===== config.mk =====
export PLATFORM = sky130hd
export DESIGN_NAME = rits_reset_tick
export DESIGN_NICKNAME = d
export VERILOG_FILES = /design/src/rits_pkg.sv /design/src/rits_sync.sv /design/src/rits_reset_tick.sv
export SDC_FILE = /design/constraint.sdc
export NUM_CORES = 1
export LEC_CHECK = 0
export BUFFER_PORTS_ARGS = -buffer_cell sky130_fd_sc_hd__buf_2
export CORE_MARGIN = 3
export CORE_UTILIZATION = 40
export CTS_BUF_LIST = sky130_fd_sc_hd__clkbuf_4
export CTS_CLUSTER_SIZE = 8
export DETAILED_ROUTE_END_ITERATION = 16
export PLACE_DENSITY = 0.58
export RECOVER_POWER = 50
export REMOVE_ABC_BUFFERS = 1
export SYNTH_ARGS = -nofsm -noshare
export SYNTH_HDL_FRONTEND = slang
export SYNTH_SLANG_ARGS = --single-unit

===== constraint.sdc =====
create_clock -name clock -period 4 [get_ports clock]
set_input_delay 0.8 -clock clock [delete_from_list [all_inputs] [get_ports clock]]
set_output_delay 0.8 -clock clock [all_outputs]
set_load 0.03 [all_outputs]

===== src/rits_pkg.sv =====
package rits_pkg;

    // ------------------------------------------------------------
    // Clock and timing
    // ------------------------------------------------------------
    localparam int CLK_MHZ         = 25;
    localparam int HARD_ASSERT_US  = 100;
    localparam int CORE_LOCK_US    = 100;
    localparam int AUX_LOCK_US     = 50;
    localparam int HARD_ASSERT_CYC = HARD_ASSERT_US * CLK_MHZ;
    localparam int CORE_LOCK_CYC   = CORE_LOCK_US * CLK_MHZ;
    localparam int AUX_LOCK_CYC    = AUX_LOCK_US * CLK_MHZ;
    localparam int STRAP_SETUP_CYC = 4;
    localparam int STRAP_HOLD_CYC  = 2;
    localparam int SOFT_MIN_CYC    = 3;
    localparam int CNT_W           = 12;

    // ------------------------------------------------------------
    // Straps and pin bundle
    // ------------------------------------------------------------
    localparam int CFG_W = 8;
    localparam int PLL_W = 4;

    typedef struct packed {
        logic [PLL_W-1:0] pllRatio;
        logic [CFG_W-1:0] options;
    } rits_straps_t;

    typedef struct packed {
        logic         hardResetInN;
        logic         softResetInN;
        logic         realTimeTick;
        logic         corePllLock;
        logic         localBusPllLock;
        logic         pciClockLock;
        rits_straps_t straps;
    } rits_pins_t;

    localparam int PINS_W = $bits(rits_pins_t);

    typedef enum logic [1:0] {
        ST_HARD = 2'b00,
        ST_HOLD = 2'b01,
        ST_LOCK = 2'b10,
        ST_RUN  = 2'b11
    } rits_state_t;

endpackage


===== src/rits_sync.sv =====
`timescale 1ns/1ps
`default_nettype none
module rits_sync #(
    parameter int W = 1
) (
    input  wire logic         clock,
    input  wire logic         reset_n,
    input  wire logic [W-1:0] d,
    output logic      [W-1:0] q
);
    logic [W-1:0] stage1;

    // Stage one feeds stage two only
    always_ff @(posedge clock) begin
        if (!reset_n) begin
            stage1 <= '0;
            q      <= '0;
        end else begin
            stage1 <= d;
            q      <= stage1;
        end
    end
endmodule
`default_nettype wire


===== src/rits_reset_tick.sv =====
`timescale 1ns/1ps
`default_nettype none
// Operation
// - Tick input synchronised to platform clock
// - Tick has no rate limit; low allowed
// - Straps set up four cycles; captured
// - PLLs lock within 100 or 50 us
module rits_reset_tick (
    input  wire logic                  clock,
    input  wire logic                  reset_n,
    input  wire logic                  hardResetInN,
    input  wire logic                  softResetInN,
    input  wire logic                  realTimeTick,
    input  wire logic                  corePllLock,
    input  wire logic                  localBusPllLock,
    input  wire logic                  pciClockLock,
    input  wire rits_pkg::rits_straps_t straps,
    output logic                       tickSample,
    output logic                       tickEdge,
    output logic                       coreResetN,
    output logic                       coreSoftReset,
    output rits_pkg::rits_straps_t     strapsCaptured,
    output logic                       strapSetupError,
    output logic                       strapHoldError,
    output logic                       hardShortError,
    output logic                       lockError
);
    // ------------------------------------------------------------
    // Pin synchronisers
    // ------------------------------------------------------------
    rits_pkg::rits_pins_t pinsRaw;
    rits_pkg::rits_pins_t pinsSync;

    assign pinsRaw = '{hardResetInN: hardResetInN, softResetInN: softResetInN,
                       realTimeTick: realTimeTick, corePllLock: corePllLock,
                       localBusPllLock: localBusPllLock, pciClockLock: pciClockLock,
                       straps: straps};

    rits_sync #(.W(rits_pkg::PINS_W)) pinSync (
        .clock   (clock),
        .reset_n (reset_n),
        .d       (pinsRaw),
        .q       (pinsSync)
    );

    // ------------------------------------------------------------
    // State
    // ------------------------------------------------------------
    typedef struct packed {
        rits_pkg::rits_state_t       fsm;
        rits_pkg::rits_straps_t      straps;
        rits_pkg::rits_straps_t      prevStraps;
        logic [2:0]                  stableCnt;
        logic [rits_pkg::CNT_W-1:0]  hardCnt;
        logic [rits_pkg::CNT_W-1:0]  lockCnt;
        logic [1:0]                  softCnt;
        logic                        softReset;
        logic                        coreResetN;
        logic                        tick;
        logic                        tickEdge;
        logic                        setupErr;
        logic                        holdErr;
        logic                        hardShort;
        logic                        lockErr;
    } rits_core_t;

    rits_core_t s;
    rits_core_t next_s;
    logic       hardN;
    logic       allLocked;
    logic       releaseNow;

    assign hardN     = pinsSync.hardResetInN;
    assign allLocked = pinsSync.corePllLock && pinsSync.localBusPllLock && pinsSync.pciClockLock;
    assign releaseNow = (s.fsm == rits_pkg::ST_HARD) && hardN;

    always_comb begin
        next_s = s;
        // Tick: one more flop after sync, edge for the counters
        next_s.tick     = pinsSync.realTimeTick;
        next_s.tickEdge = pinsSync.realTimeTick && !s.tick;
        // Strap stability tracking for the setup window
        next_s.prevStraps = pinsSync.straps;
        if (pinsSync.straps != s.prevStraps) begin
            next_s.stableCnt = 3'h0;
        end else if (s.stableCnt != 3'h7) begin
            next_s.stableCnt = s.stableCnt + 3'h1;
        end
        if (!hardN) begin
            next_s.coreResetN = 1'b0;
            next_s.softReset  = 1'b0;
            next_s.softCnt    = 2'h0;
            if (s.fsm != rits_pkg::ST_HARD) begin
                next_s.fsm     = rits_pkg::ST_HARD;
                next_s.hardCnt = {{(rits_pkg::CNT_W-1){1'b0}}, 1'b1};
            end else if (s.hardCnt != {rits_pkg::CNT_W{1'b1}}) begin
                next_s.hardCnt = s.hardCnt + 12'h001;
            end
        end else begin
            case (s.fsm)
                rits_pkg::ST_HARD: begin
                    next_s.straps    = pinsSync.straps;
                    next_s.setupErr  = 32'(s.stableCnt) < rits_pkg::STRAP_SETUP_CYC - 1;
                    next_s.hardShort = 32'(s.hardCnt) < rits_pkg::HARD_ASSERT_CYC;
                    next_s.holdErr   = 1'b0;
                    next_s.lockErr   = 1'b0;
                    next_s.lockCnt   = 12'h000;
                    next_s.fsm       = rits_pkg::ST_HOLD;
                end
                rits_pkg::ST_HOLD: begin
                    // Late strap change flagged, capture kept
                    if (pinsSync.straps != s.straps) begin
                        next_s.holdErr = 1'b1;
                    end
                    next_s.lockCnt = s.lockCnt + 12'h001;
                    if (32'(s.lockCnt) == rits_pkg::STRAP_HOLD_CYC - 1) begin
                        next_s.fsm     = rits_pkg::ST_LOCK;
                        next_s.lockCnt = 12'h000;
                    end
                end
                rits_pkg::ST_LOCK: begin
                    if (s.lockCnt != {rits_pkg::CNT_W{1'b1}}) begin
                        next_s.lockCnt = s.lockCnt + 12'h001;
                    end
                    // Waiting continues past a timeout; only flagged
                    if ((32'(s.lockCnt) >= rits_pkg::CORE_LOCK_CYC && !pinsSync.corePllLock) ||
                        (32'(s.lockCnt) >= rits_pkg::AUX_LOCK_CYC &&
                         !(pinsSync.localBusPllLock && pinsSync.pciClockLock))) begin
                        next_s.lockErr = 1'b1;
                    end
                    if (allLocked) begin
                        next_s.fsm        = rits_pkg::ST_RUN;
                        next_s.coreResetN = 1'b1;
                    end
                end
                rits_pkg::ST_RUN: begin
                    // Short soft pulses ignored as glitches
                    if (!pinsSync.softResetInN) begin
                        if (s.softCnt != 2'h3) begin
                            next_s.softCnt = s.softCnt + 2'h1;
                        end
                        if (32'(s.softCnt) >= rits_pkg::SOFT_MIN_CYC - 1) begin
                            next_s.softReset = 1'b1;
                        end
                    end else begin
                        next_s.softCnt   = 2'h0;
                        next_s.softReset = 1'b0;
                    end
                end
                default: begin
                    next_s.fsm = rits_pkg::ST_HARD;
                end
            endcase
        end
    end

    always_ff @(posedge clock) begin
        if (!reset_n) begin
            s <= '0;
        end else begin
            s <= next_s;
        end
    end

    // ------------------------------------------------------------
    // Outputs
    // ------------------------------------------------------------
    assign tickSample      = s.tick;
    assign tickEdge        = s.tickEdge;
    assign coreResetN      = s.coreResetN;
    assign coreSoftReset   = s.softReset;
    assign strapsCaptured  = s.straps;
    assign strapSetupError = s.setupErr;
    assign strapHoldError  = s.holdErr;
    assign hardShortError  = s.hardShort;
    assign lockError       = s.lockErr;
endmodule
`default_nettype wire


==> out/results.txt, run 1 <==
crit path from - reset_n
Tcrit/Tclk final - 70.2%
Area after DPL - 0.00439 sq mm
initial antenna violation count - 0
Register-to-Register Path Depth - 6
vias in the first global route - 3010
setup bufs post-CTS - 0
antenna viol nets, final - 0
Post-Place Worst Slack - 1.76 ns
via count - 3167
ys flop type - dfxtp_1
post-CTS sizing - 0
most common cell after layout, fill and taps aside - dfxtp_1
Root Driver - clkbuf_4
Area Growth Syn to Fin - 7.91%
status - finished with violations
Die X - 109 um
Ant. Diodes - 0
Cells after Synth - 458
max-cap violation count - 1
Clock transition at path regs - 0.15 ns
Worst VDD drop - 269 uV
Max-slew headroom - -12.0%
Max Slew Vio Count - 51
RSZ-0062 raised after global routing - no
Starting DRT DRC Count - 142
PwrDens - 378 mW/mm^2
count of flip-flops with a built-in enable after synthesis - 0
Max Buffers Root-to-Sink - 2
library cells used by synthesis - 53
drt pass-1 iters - 4
crit-path max FO - 50
failing checks - capacitance limit, slew limit
worst reg2reg startpoint - s[61]
startpoint types - input pin
Detailed Place HPWL - 5.59 mm
first-pass GRT wire length - 13.7 mm
flops & latches, synth - 99
Worst-Margin Slew - 1.68 ns
sequential area share after synthesis - 47.1%
Avg Inst Size Synth - 9.19 sq um
static leakage - 0.00170 uW
Peak Freq - 0.356 GHz
Ports - 40
Critical Path End Type - register
Final Hold Fails - 0
largest net degree at the start of global routing - 51
most frequent cells in the layout - dfxtp_1, nand2_1, buf_2, and2_1, nand3_1
WP data arrival - 3.16 ns
# rows - 36
Yosys warning count - 0
Post-Route WL - 8.10 mm
Clock Sinks - 99
total power - 1720 uW
CTS tree - done
die area - 0.0118 sq mm
min cycle time layout - 2.81 ns
Worst-Skew Late Latency - 0.44 ns
Fillers - 1029
DIE HEIGHT - 109 um
R2R setup slack - 1.75 ns
skew final - 0.0177 ns
hold_buf cts - 0
reg2reg end - s[24]
critical path endpoint - s[24]
setup ws final - 1.19 ns
fraction of registers with async set/reset - 0%
Core ar. - 0.0100 sq mm
Fin Setup TNS - 0 ns
Synth Cell Area - 0.00421 sq mm
Net count, final - 505
All-Layer GR Usage - 14.5%
Min Hold Slack - 0.419 ns
wire per inst - 13.3 um
required time worst endpoint - 4.35 ns
Residual DRC - 0
layout cells sized above 1 - 12.8%
count of port buffers added during placement - 39
Hold Path Class - register to register
GR Overflow Total - 0
CTS Buf Count - 9
GPL Wtd Cong - 0.824
Vias/cell - 5.18
Final Setup Violations - 0
WS Path Type - input pin to register
Initial Util - 42.1%
htree depth - 3
final instance area - 0.00454 sq mm
[state kept, by name, summed over array words and instances (netlist names)]
register and count:
coreResetN 1, coreSoftReset 1, hardShortError 1, lockError 1, pinSync.q 18, pinSync.stage1 18
s 43, strapHoldError 1, strapSetupError 1, strapsCaptured 12, tickEdge 1, tickSample 1
[cells by family after synthesis]
family                     share of synthesized area, %
xor gates and xnor gates                           5.62
muxes                                             0.713
and+or+nand+nor                                    24.7
adders and majority gates                          3.57
DFF                                                47.1
buffers and inverters                              6.00
AOI/OAI and AO/OA                                  12.3
[stage by stage]
| stage | instances | utilization, % |
|---|---|---|
| floorplan | 420 | - |
| global placement | 595 | 43.9 |
| detailed placement | 595 | 43.9 |
| CTS | 611 | 45.5 |
| global route | 611 | 45.4 |
| finish | 611 | 45.4 |
[Yosys cell counts (13+ instances only)]
library cell	instances	share of area [%]
dfxtp_1	99	47
and2_1	49	7.3
nand2_1	41	3.7
nand3_1	24	2.9
a21oi_1	23	2.7
clkbuf_1	20	1.8
nor2_1	17	1.5
nand4_1	14	2.1
xor2_1	14	2.9
o21ai_0	13	1.5
xnor2_1	13	2.7
[layer usage]
| layer | global-route usage (%) | part of all wire [%] | vias to the layer above | wire length (um) |
|---|---|---|---|---|
| met1 | 17.8 | 47 | 1479 | 3820 |
| li1 | - | - | 1628 | - |
| met4 | 4.78 | 1.3 | 0 | 102 |
| met5 | 0 | 0 | - | 0 |
| met3 | 4.12 | 4.4 | 10 | 360 |
| met2 | 24.4 | 47 | 50 | 3810 |
[area by class of cell]
type                    instances  area [sq um]  area share (%)
well taps                     133           166            3.66
multi-input cells             309          1970            43.5
repair buffers                 42           209            4.60
clock buffers                   9          67.6            1.49
clock inverters                 7          97.6            2.15
inverters                      12          45.0           0.992
flip-flops and latches         99          1980            43.6
[critical path, cell delays in order]
cell,delay (ns)
buf_2,0.09
clkbuf_1,1.20
o21ai_1,0.68
a211oi_1,0.37
[worst min path at each step]
stage | startpoint | end | slack (ns) | cells past startpoint
final | tickSample | tickEdge | 0.42 | 1
after global routing | pinSync.stage1[11] | pinSync.q[11] | 0.44 | 1
after CTS | tickSample | tickEdge | 0.43 | 1
after detailed placement | tickSample | tickEdge | 0.41 | 1
after global placement | tickSample | tickEdge | 0.39 | 1
after floorplan | pinSync.stage1[0] | pinSync.q[0] | 0.41 | 1
[power by group]
part,switching [uW],total (uW),internal [uW]
Combinational,52.4,92.7,40.3
Clock,334,592,258
Sequential,18.1,1030,1010
Total,404,1720,1310
No activity file was read; power rests on OpenSTA's default activity.
==> inputs of run 2 (changes only) <==
Settings changed: ABC_AREA set to 1, PLACE_DENSITY 0.58 to 0.57.
Clock period 4 ns to 2.9 ns, I/O delays scaled along.
==> out/results.txt, run 2 <==
Net count, final - 651 (+29%)
# rows - 37 (+2.8%)
GR Overflow Total - 0 (unchanged)
Die X - 110 um (+1.3%)
reg2reg end - lockError
Initial Util - 41.5% (-0.58 points)
GPL Wtd Cong - 0.845 (+2.6%)
Max-slew headroom - 14.4% (+26 points)
static leakage - 0.00231 uW (+36%)
Area Growth Syn to Fin - 7.67%
wire per inst - 11.1 um (-16%)
Ports - 40 (unchanged)
synth cell count leaders - nand2_1, dfxtp_1, inv_1
via count - 3452 (+9.0%)
Detailed Place HPWL - 6.25 mm (+12%)
most frequent cells in the layout - nand2_1, dfxtp_1, inv_1, nor2_1, buf_2
Tcrit/Tclk final - 70.1%
R2R setup slack - 0.93 ns (-0.82 ns)
All-Layer GR Usage - 15.4% (+0.92 points)
startpoint types - input pin
met2 wire len - 3.96 mm (+3.9%)
min cycle time layout - 2.03 ns
PwrDens - 490 mW/mm^2 (+30%)
CTS tree - done
antenna viol nets, final - 0 (unchanged)
Area after DPL - 0.00455 sq mm (+3.8%)
largest reg by FF count - s
hold_buf cts - 0 (unchanged)
Final Hold Fails - 0 (unchanged)
Max Slew Vio Count - 0 (-100%)
RSZ-0062 raised after global routing - no
status - finished clean
Residual DRC - 0 (unchanged)
count of port buffers added during placement - 39 (unchanged)
layout cells sized above 1 - 11.2% (-1.5 points)
ranking of synthesized cells by area - dfxtp_1, nand2_1, inv_1
Core ar. - 0.0104 sq mm (+4.2%)
post-CTS sizing - 0 (unchanged)
final instance area - 0.00466 sq mm (+2.5%)
die area - 0.0121 sq mm (+2.6%)
Avg Inst Size Synth - 7.30 sq um (-21%)
htree depth - 3 (unchanged)
max layer used - met4
critical path endpoint - s[32]
biggest regs - s x43, pinSync.q x18, pinSync.stage1 x18
Hold Path Class - input pin to register
max FFs per register - 43 (unchanged)
CTS Buf Count - 9 (unchanged)
skew final - 0.0116 ns (-0.00614 ns)
Clock transition at path regs - 0.15 ns (about the same)
setup bufs post-CTS - 0 (unchanged)
met3 wire length - 388 um (+7.8%)
WP data arrival - 2.44 ns (-0.72 ns)
Yosys top cell by area - dfxtp_1
Ant. Diodes - 0 (unchanged)
ys flop type - dfxtp_1
first-pass GRT wire length - 14.5 mm (+6.0%)
Worst VDD drop - 343 uV (+27%)
Vias/cell - 4.55 (-12%)
max-cap violation count - 0 (-1)
most common cell after layout, fill and taps aside - nand2_1
most common cell in the netlist - nand2_1
wl on met1 - 3.97 mm (+4.0%)
Fillers - 1100 (+6.9%)
Peak Freq - 0.492 GHz
largest net degree at the start of global routing - 35 (-31%)
Synth Cell Area - 0.00432 sq mm (+2.7%)
Root Driver - clkbuf_4
Critical Path End Type - register
library cells used by synthesis - 34 (-36%)
count of flip-flops with a built-in enable after synthesis - 0 (unchanged)
Cells after Synth - 592 (+29%)
initial antenna violation count - 0 (unchanged)
Worst-Margin Slew - 1.28 ns (-0.397 ns)
fraction of registers with async set/reset - 0% (unchanged)
Yosys warning count - 0 (unchanged)
Fin Setup TNS - 0 ns (unchanged)
Max Buffers Root-to-Sink - 2 (unchanged)
crit path from - reset_n
Register-to-Register Path Depth - 7 (+1)
Clock Sinks - 99 (unchanged)
Post-Route WL - 8.43 mm (+4.1%)
sequential area share after synthesis - 45.8% (-1.3 points)
top-area cell type share of the netlist area - 45.8% (-1.3 points)
worst reg2reg startpoint - s[61]
WS Path Type - input pin to register
Worst-Skew Late Latency - 0.45 ns (about the same)
required time worst endpoint - 3.30 ns (-1.05 ns)
drt pass-1 iters - 4 (unchanged)
DIE HEIGHT - 110 um (+1.3%)
Starting DRT DRC Count - 181 (+27%)
vias in the first global route - 3183 (+5.7%)
flops & latches, synth - 99 (unchanged)
crit-path max FO - 31 (-38%)
Final Setup Violations - 0 (unchanged)
[run 2: critical path, stage by stage]
cell and delay (ns):
clkbuf_1 0.91, inv_2 0.18, nor2_2 0.32, inv_1 0.16
a21oi_1 0.14, nand2_1 0.07, nor2_1 0.07
[run 2: power by group]
part,internal [uW],total (uW),switching (uW)
Clock,187,650,464
Sequential,1410,1440,33.3
Combinational,70.4,193,123
Total,1660,2280,620
[run 2: final cells by class]
| type | instances | area, sq um | share of cell area, % |
|---|---|---|---|
| inverters | 100 | 375 | 8.06 |
| repair buffers | 41 | 200 | 4.30 |
| flip-flops and latches | 99 | 1980 | 42.6 |
| clock buffers | 10 | 75.1 | 1.61 |
| multi-input cells | 368 | 1810 | 39.0 |
| clock inverters | 5 | 38.8 | 0.833 |
| well taps | 136 | 170 | 3.65 |
[run 2: worst min path at each step]
stage,startpoint,endpoint,slack [ns],cells past startpoint
2_1_floorplan,pinSync.stage1[0],pinSync.q[0],0.39,2
3_3_place_gp,pinSync.stage1[8],pinSync.q[8],0.39,2
3_5_place_dp,pinSync.stage1[8],pinSync.q[8],0.40,2
4_1_cts,corePllLock,pinSync.stage1[14],0.26,3
5_1_grt,straps[0],pinSync.stage1[0],0.25,3
6_report,straps[9],pinSync.stage1[9],0.29,3
[run 2: kinds of logic (layout without fill, tap and decap cells)]
kind of cell	count (synthesis)	count (layout)	synth area share, %
compound gates	58	58	7.23
buf+inv	125	156	12.2
flops	99	99	45.8
fa+ha+maj	12	12	3.47
simple gates	275	275	26.5
xor+xnor	21	21	4.25
mux	2	2	0.463
[run 2: metrics by stage]
stage | instances | utilization, % | power [uW] | setup slack (ns) | hold WS, ns
6_report | 759 | 44.7 | 2280 | 0.867 | 0.294
5_1_grt | 759 | 44.7 | 2420 | 0.612 | 0.255
4_1_cts | 759 | 44.8 | 2320 | 0.908 | 0.263
3_5_place_dp | 744 | 43.7 | 1670 | 0.954 | 0.396
3_3_place_gp | 744 | 43.7 | 1660 | 0.989 | 0.392
2_1_floorplan | 567 | - | 1590 | 1.44 | 0.390
[run 2: metal layers]
metal	track usage (%)	vias up
met5	0	-
met4	5.25	0
met3	4.48	10
met2	25.7	56
met1	19.0	1529
li1	-	1857
==> inputs of run 3 (changes only) <==
Clock period 2.9 ns to 2.05 ns, I/O delays scaled along.
==> out/results.txt, run 3 (same netlist as run 2, synthesis figures left out) <==
RSZ-0062 raised after global routing - no
placed insts - 749 (+0.67%)
Root Driver - clkbuf_4
FF+latch area - 0.00198 sq mm (unchanged)
post-route core utilization - 45.4% (+0.66 points)
area occupied by multi-input gates - 0.00181 sq mm (unchanged)
Cell Chain, Critical Path - ha_1, nand3_2, nor2_2, nand2_2, nand2_2, inv_2, nand2_2, nand2_2, nor2_1
required time worst endpoint - 2.42 ns (-0.88 ns)
Die X - 110 um (unchanged)
Comb power frac - 8.3% (-0.2 points)
switching power - 919 uW (+48%)
Initial Util - 41.5% (unchanged)
setup ws final - 0.294 ns (-0.573 ns)
Max Slew Vio Count - 0 (unchanged)
Layout Cells excl Fill - 765 (+0.79%)
startpoint types - register
All-Layer GR Usage - 14.9% (-0.47 points)
vias in the first global route - 3280 (+3.0%)
Net count, final - 656 (+0.77%)
WP data arrival - 2.13 ns (-0.31 ns)
largest net degree at the start of global routing - 34 (-2.9%)
setup bufs post-CTS - 0 (unchanged)
count of port buffers added during placement - 39 (unchanged)
Ports - 40 (unchanged)
Worst-Skew Late Latency - 0.44 ns (about the same)
wire per inst - 11.0 um (-0.87%)
skew final - 0.0204 ns (+0.00880 ns)
Worst-Margin Slew - 0.676 ns (-0.608 ns)
GPL Wtd Cong - 0.882 (+4.4%)
Vias/cell - 4.56 (+0.16%)
Min Hold Slack - 0.131 ns (-0.163 ns)
max FFs per register - 43 (unchanged)
Switching Fraction - 27.0% (-0.17 points)
GR Overflow Total - 0 (unchanged)
via count - 3485 (+0.96%)
Area Growth Syn to Fin - 9.26%
DIE HEIGHT - 110 um (unchanged)
antenna viol nets, final - 0 (unchanged)
Worst VDD drop - 354 uV (+3.2%)
Buf/Inv on CP - 1 (-2)
crit-path max FO - 11 (-65%)
crit-path most repeated cell - nand2_2
CP max-delay cell - dfxtp_1
CTS tree - done
Post-Place Worst Slack - 0.354 ns (-0.600 ns)
Fillers - 1089 (-1.0%)
hold_buf cts - 0 (unchanged)
post-CTS sizing - 0 (unchanged)
Final Setup Violations - 0 (unchanged)
layout cells sized above 1 - 11.9% (+0.69 points)
CP top delay family - simple AND/OR/NAND/NOR gates
largest reg by FF count - s
Fin Setup TNS - 0 ns (unchanged)
htree depth - 3 (unchanged)
Tcrit/Tclk final - 85.7%
Detailed Place HPWL - 6.26 mm (+0.13%)
Final Hold Fails - 0 (unchanged)
Sequential Power Share - 59.7% (-3.4 points)
# rows - 37 (unchanged)
Peak Freq - 0.570 GHz
Clock Sinks - 99 (unchanged)
Max-slew headroom - 55.0% (+41 points)
status - finished clean
most common cell after layout, fill and taps aside - nand2_1
Int Pwr - 2490 uW (+50%)
Residual DRC - 0 (unchanged)
first-pass GRT wire length - 14.5 mm (about the same)
Max Buffers Root-to-Sink - 2 (unchanged)
PwrDens - 721 mW/mm^2 (+47%)
min cycle time layout - 1.76 ns
initial antenna violation count - 0 (unchanged)
Ant. Diodes - 0 (unchanged)
Core ar. - 0.0104 sq mm (unchanged)
WS Path Type - register to register
Clock transition at path regs - 0.17 ns (+0.02 ns)
Post-Route WL - 8.42 mm (about the same)
CTS Buf Count - 9 (unchanged)
max-cap violation count - 0 (unchanged)
die area - 0.0121 sq mm (unchanged)
Critical Path End Type - register
Starting DRT DRC Count - 137 (-24%)
critical path's largest stage delay - 0.43 ns (-0.48 ns)
Clock power frac - 32.0% (+3.5 points)
biggest regs - s x43, pinSync.q x18, pinSync.stage1 x18
drt pass-1 iters - 4 (unchanged)
most frequent cells in the layout - nand2_1, dfxtp_1, inv_1, nor2_1, buf_2
static leakage - 0.00235 uW (+1.6%)
Hold Path Class - input pin to register
## run 3: final cells by class
type,instances,share of cell area (%)
clock buffer,9,1.43
clock inverter,7,1.77
inverter,100,7.94
multi-input combinational,368,38.4
sequential,99,41.9
tap,136,3.60
timing repair buffer,46,4.90
## run 3: power groups by stage
stage / logic, uW / clock network, uW / registers [uW]
5_1_grt: 324 / 1220 / 2040
3_5_place_dp: 288 / 0 / 2080
6_report: 281 / 1090 / 2030
3_3_place_gp: 285 / 0 / 2070
2_1_floorplan: 153 / 0 / 2100
4_1_cts: 290 / 1140 / 2040
## run 3: path summary, 6_finish.rpt
| path | from | end | slack [ns] | depth (start not counted) |
|---|---|---|---|---|
| worst max-delay path | s[10] | s[20] | 0.29 | 9 |
| worst min-delay path | straps[0] | pinSync.stage1[0] | 0.13 | 3 |
| worst max register to register | s[10] | s[20] | 0.29 | 9 |
| worst min register to register | pinSync.stage1[13] | pinSync.q[13] | 0.42 | 2 |
## run 3: routing by layer
layer	vias to the layer above	share of wire, %	track usage, %
li1	1866	-	-
met1	1552	48	18.8
met2	57	47	25.8
met3	10	3.6	2.62
met4	0	1.3	4.99
met5	-	0	0
## run 3: per-stage QoR
step / area [sq um] / total power, uW
after floorplan: 4170 / 2250
after global placement: 4590 / 2360
after detailed placement: 4590 / 2360
after CTS: 4740 / 3470
after global routing: 4720 / 3580
final: 4720 / 3410
## run 3: worst register-to-register path, stage by stage (launching register included)
cell     delay, ns
dfxtp_1       0.43
ha_1          0.23
nand3_2       0.12
nor2_2        0.19
nand2_2       0.08
nand2_2       0.18
inv_2         0.12
nand2_2       0.11
nand2_2       0.11
nor2_1        0.13
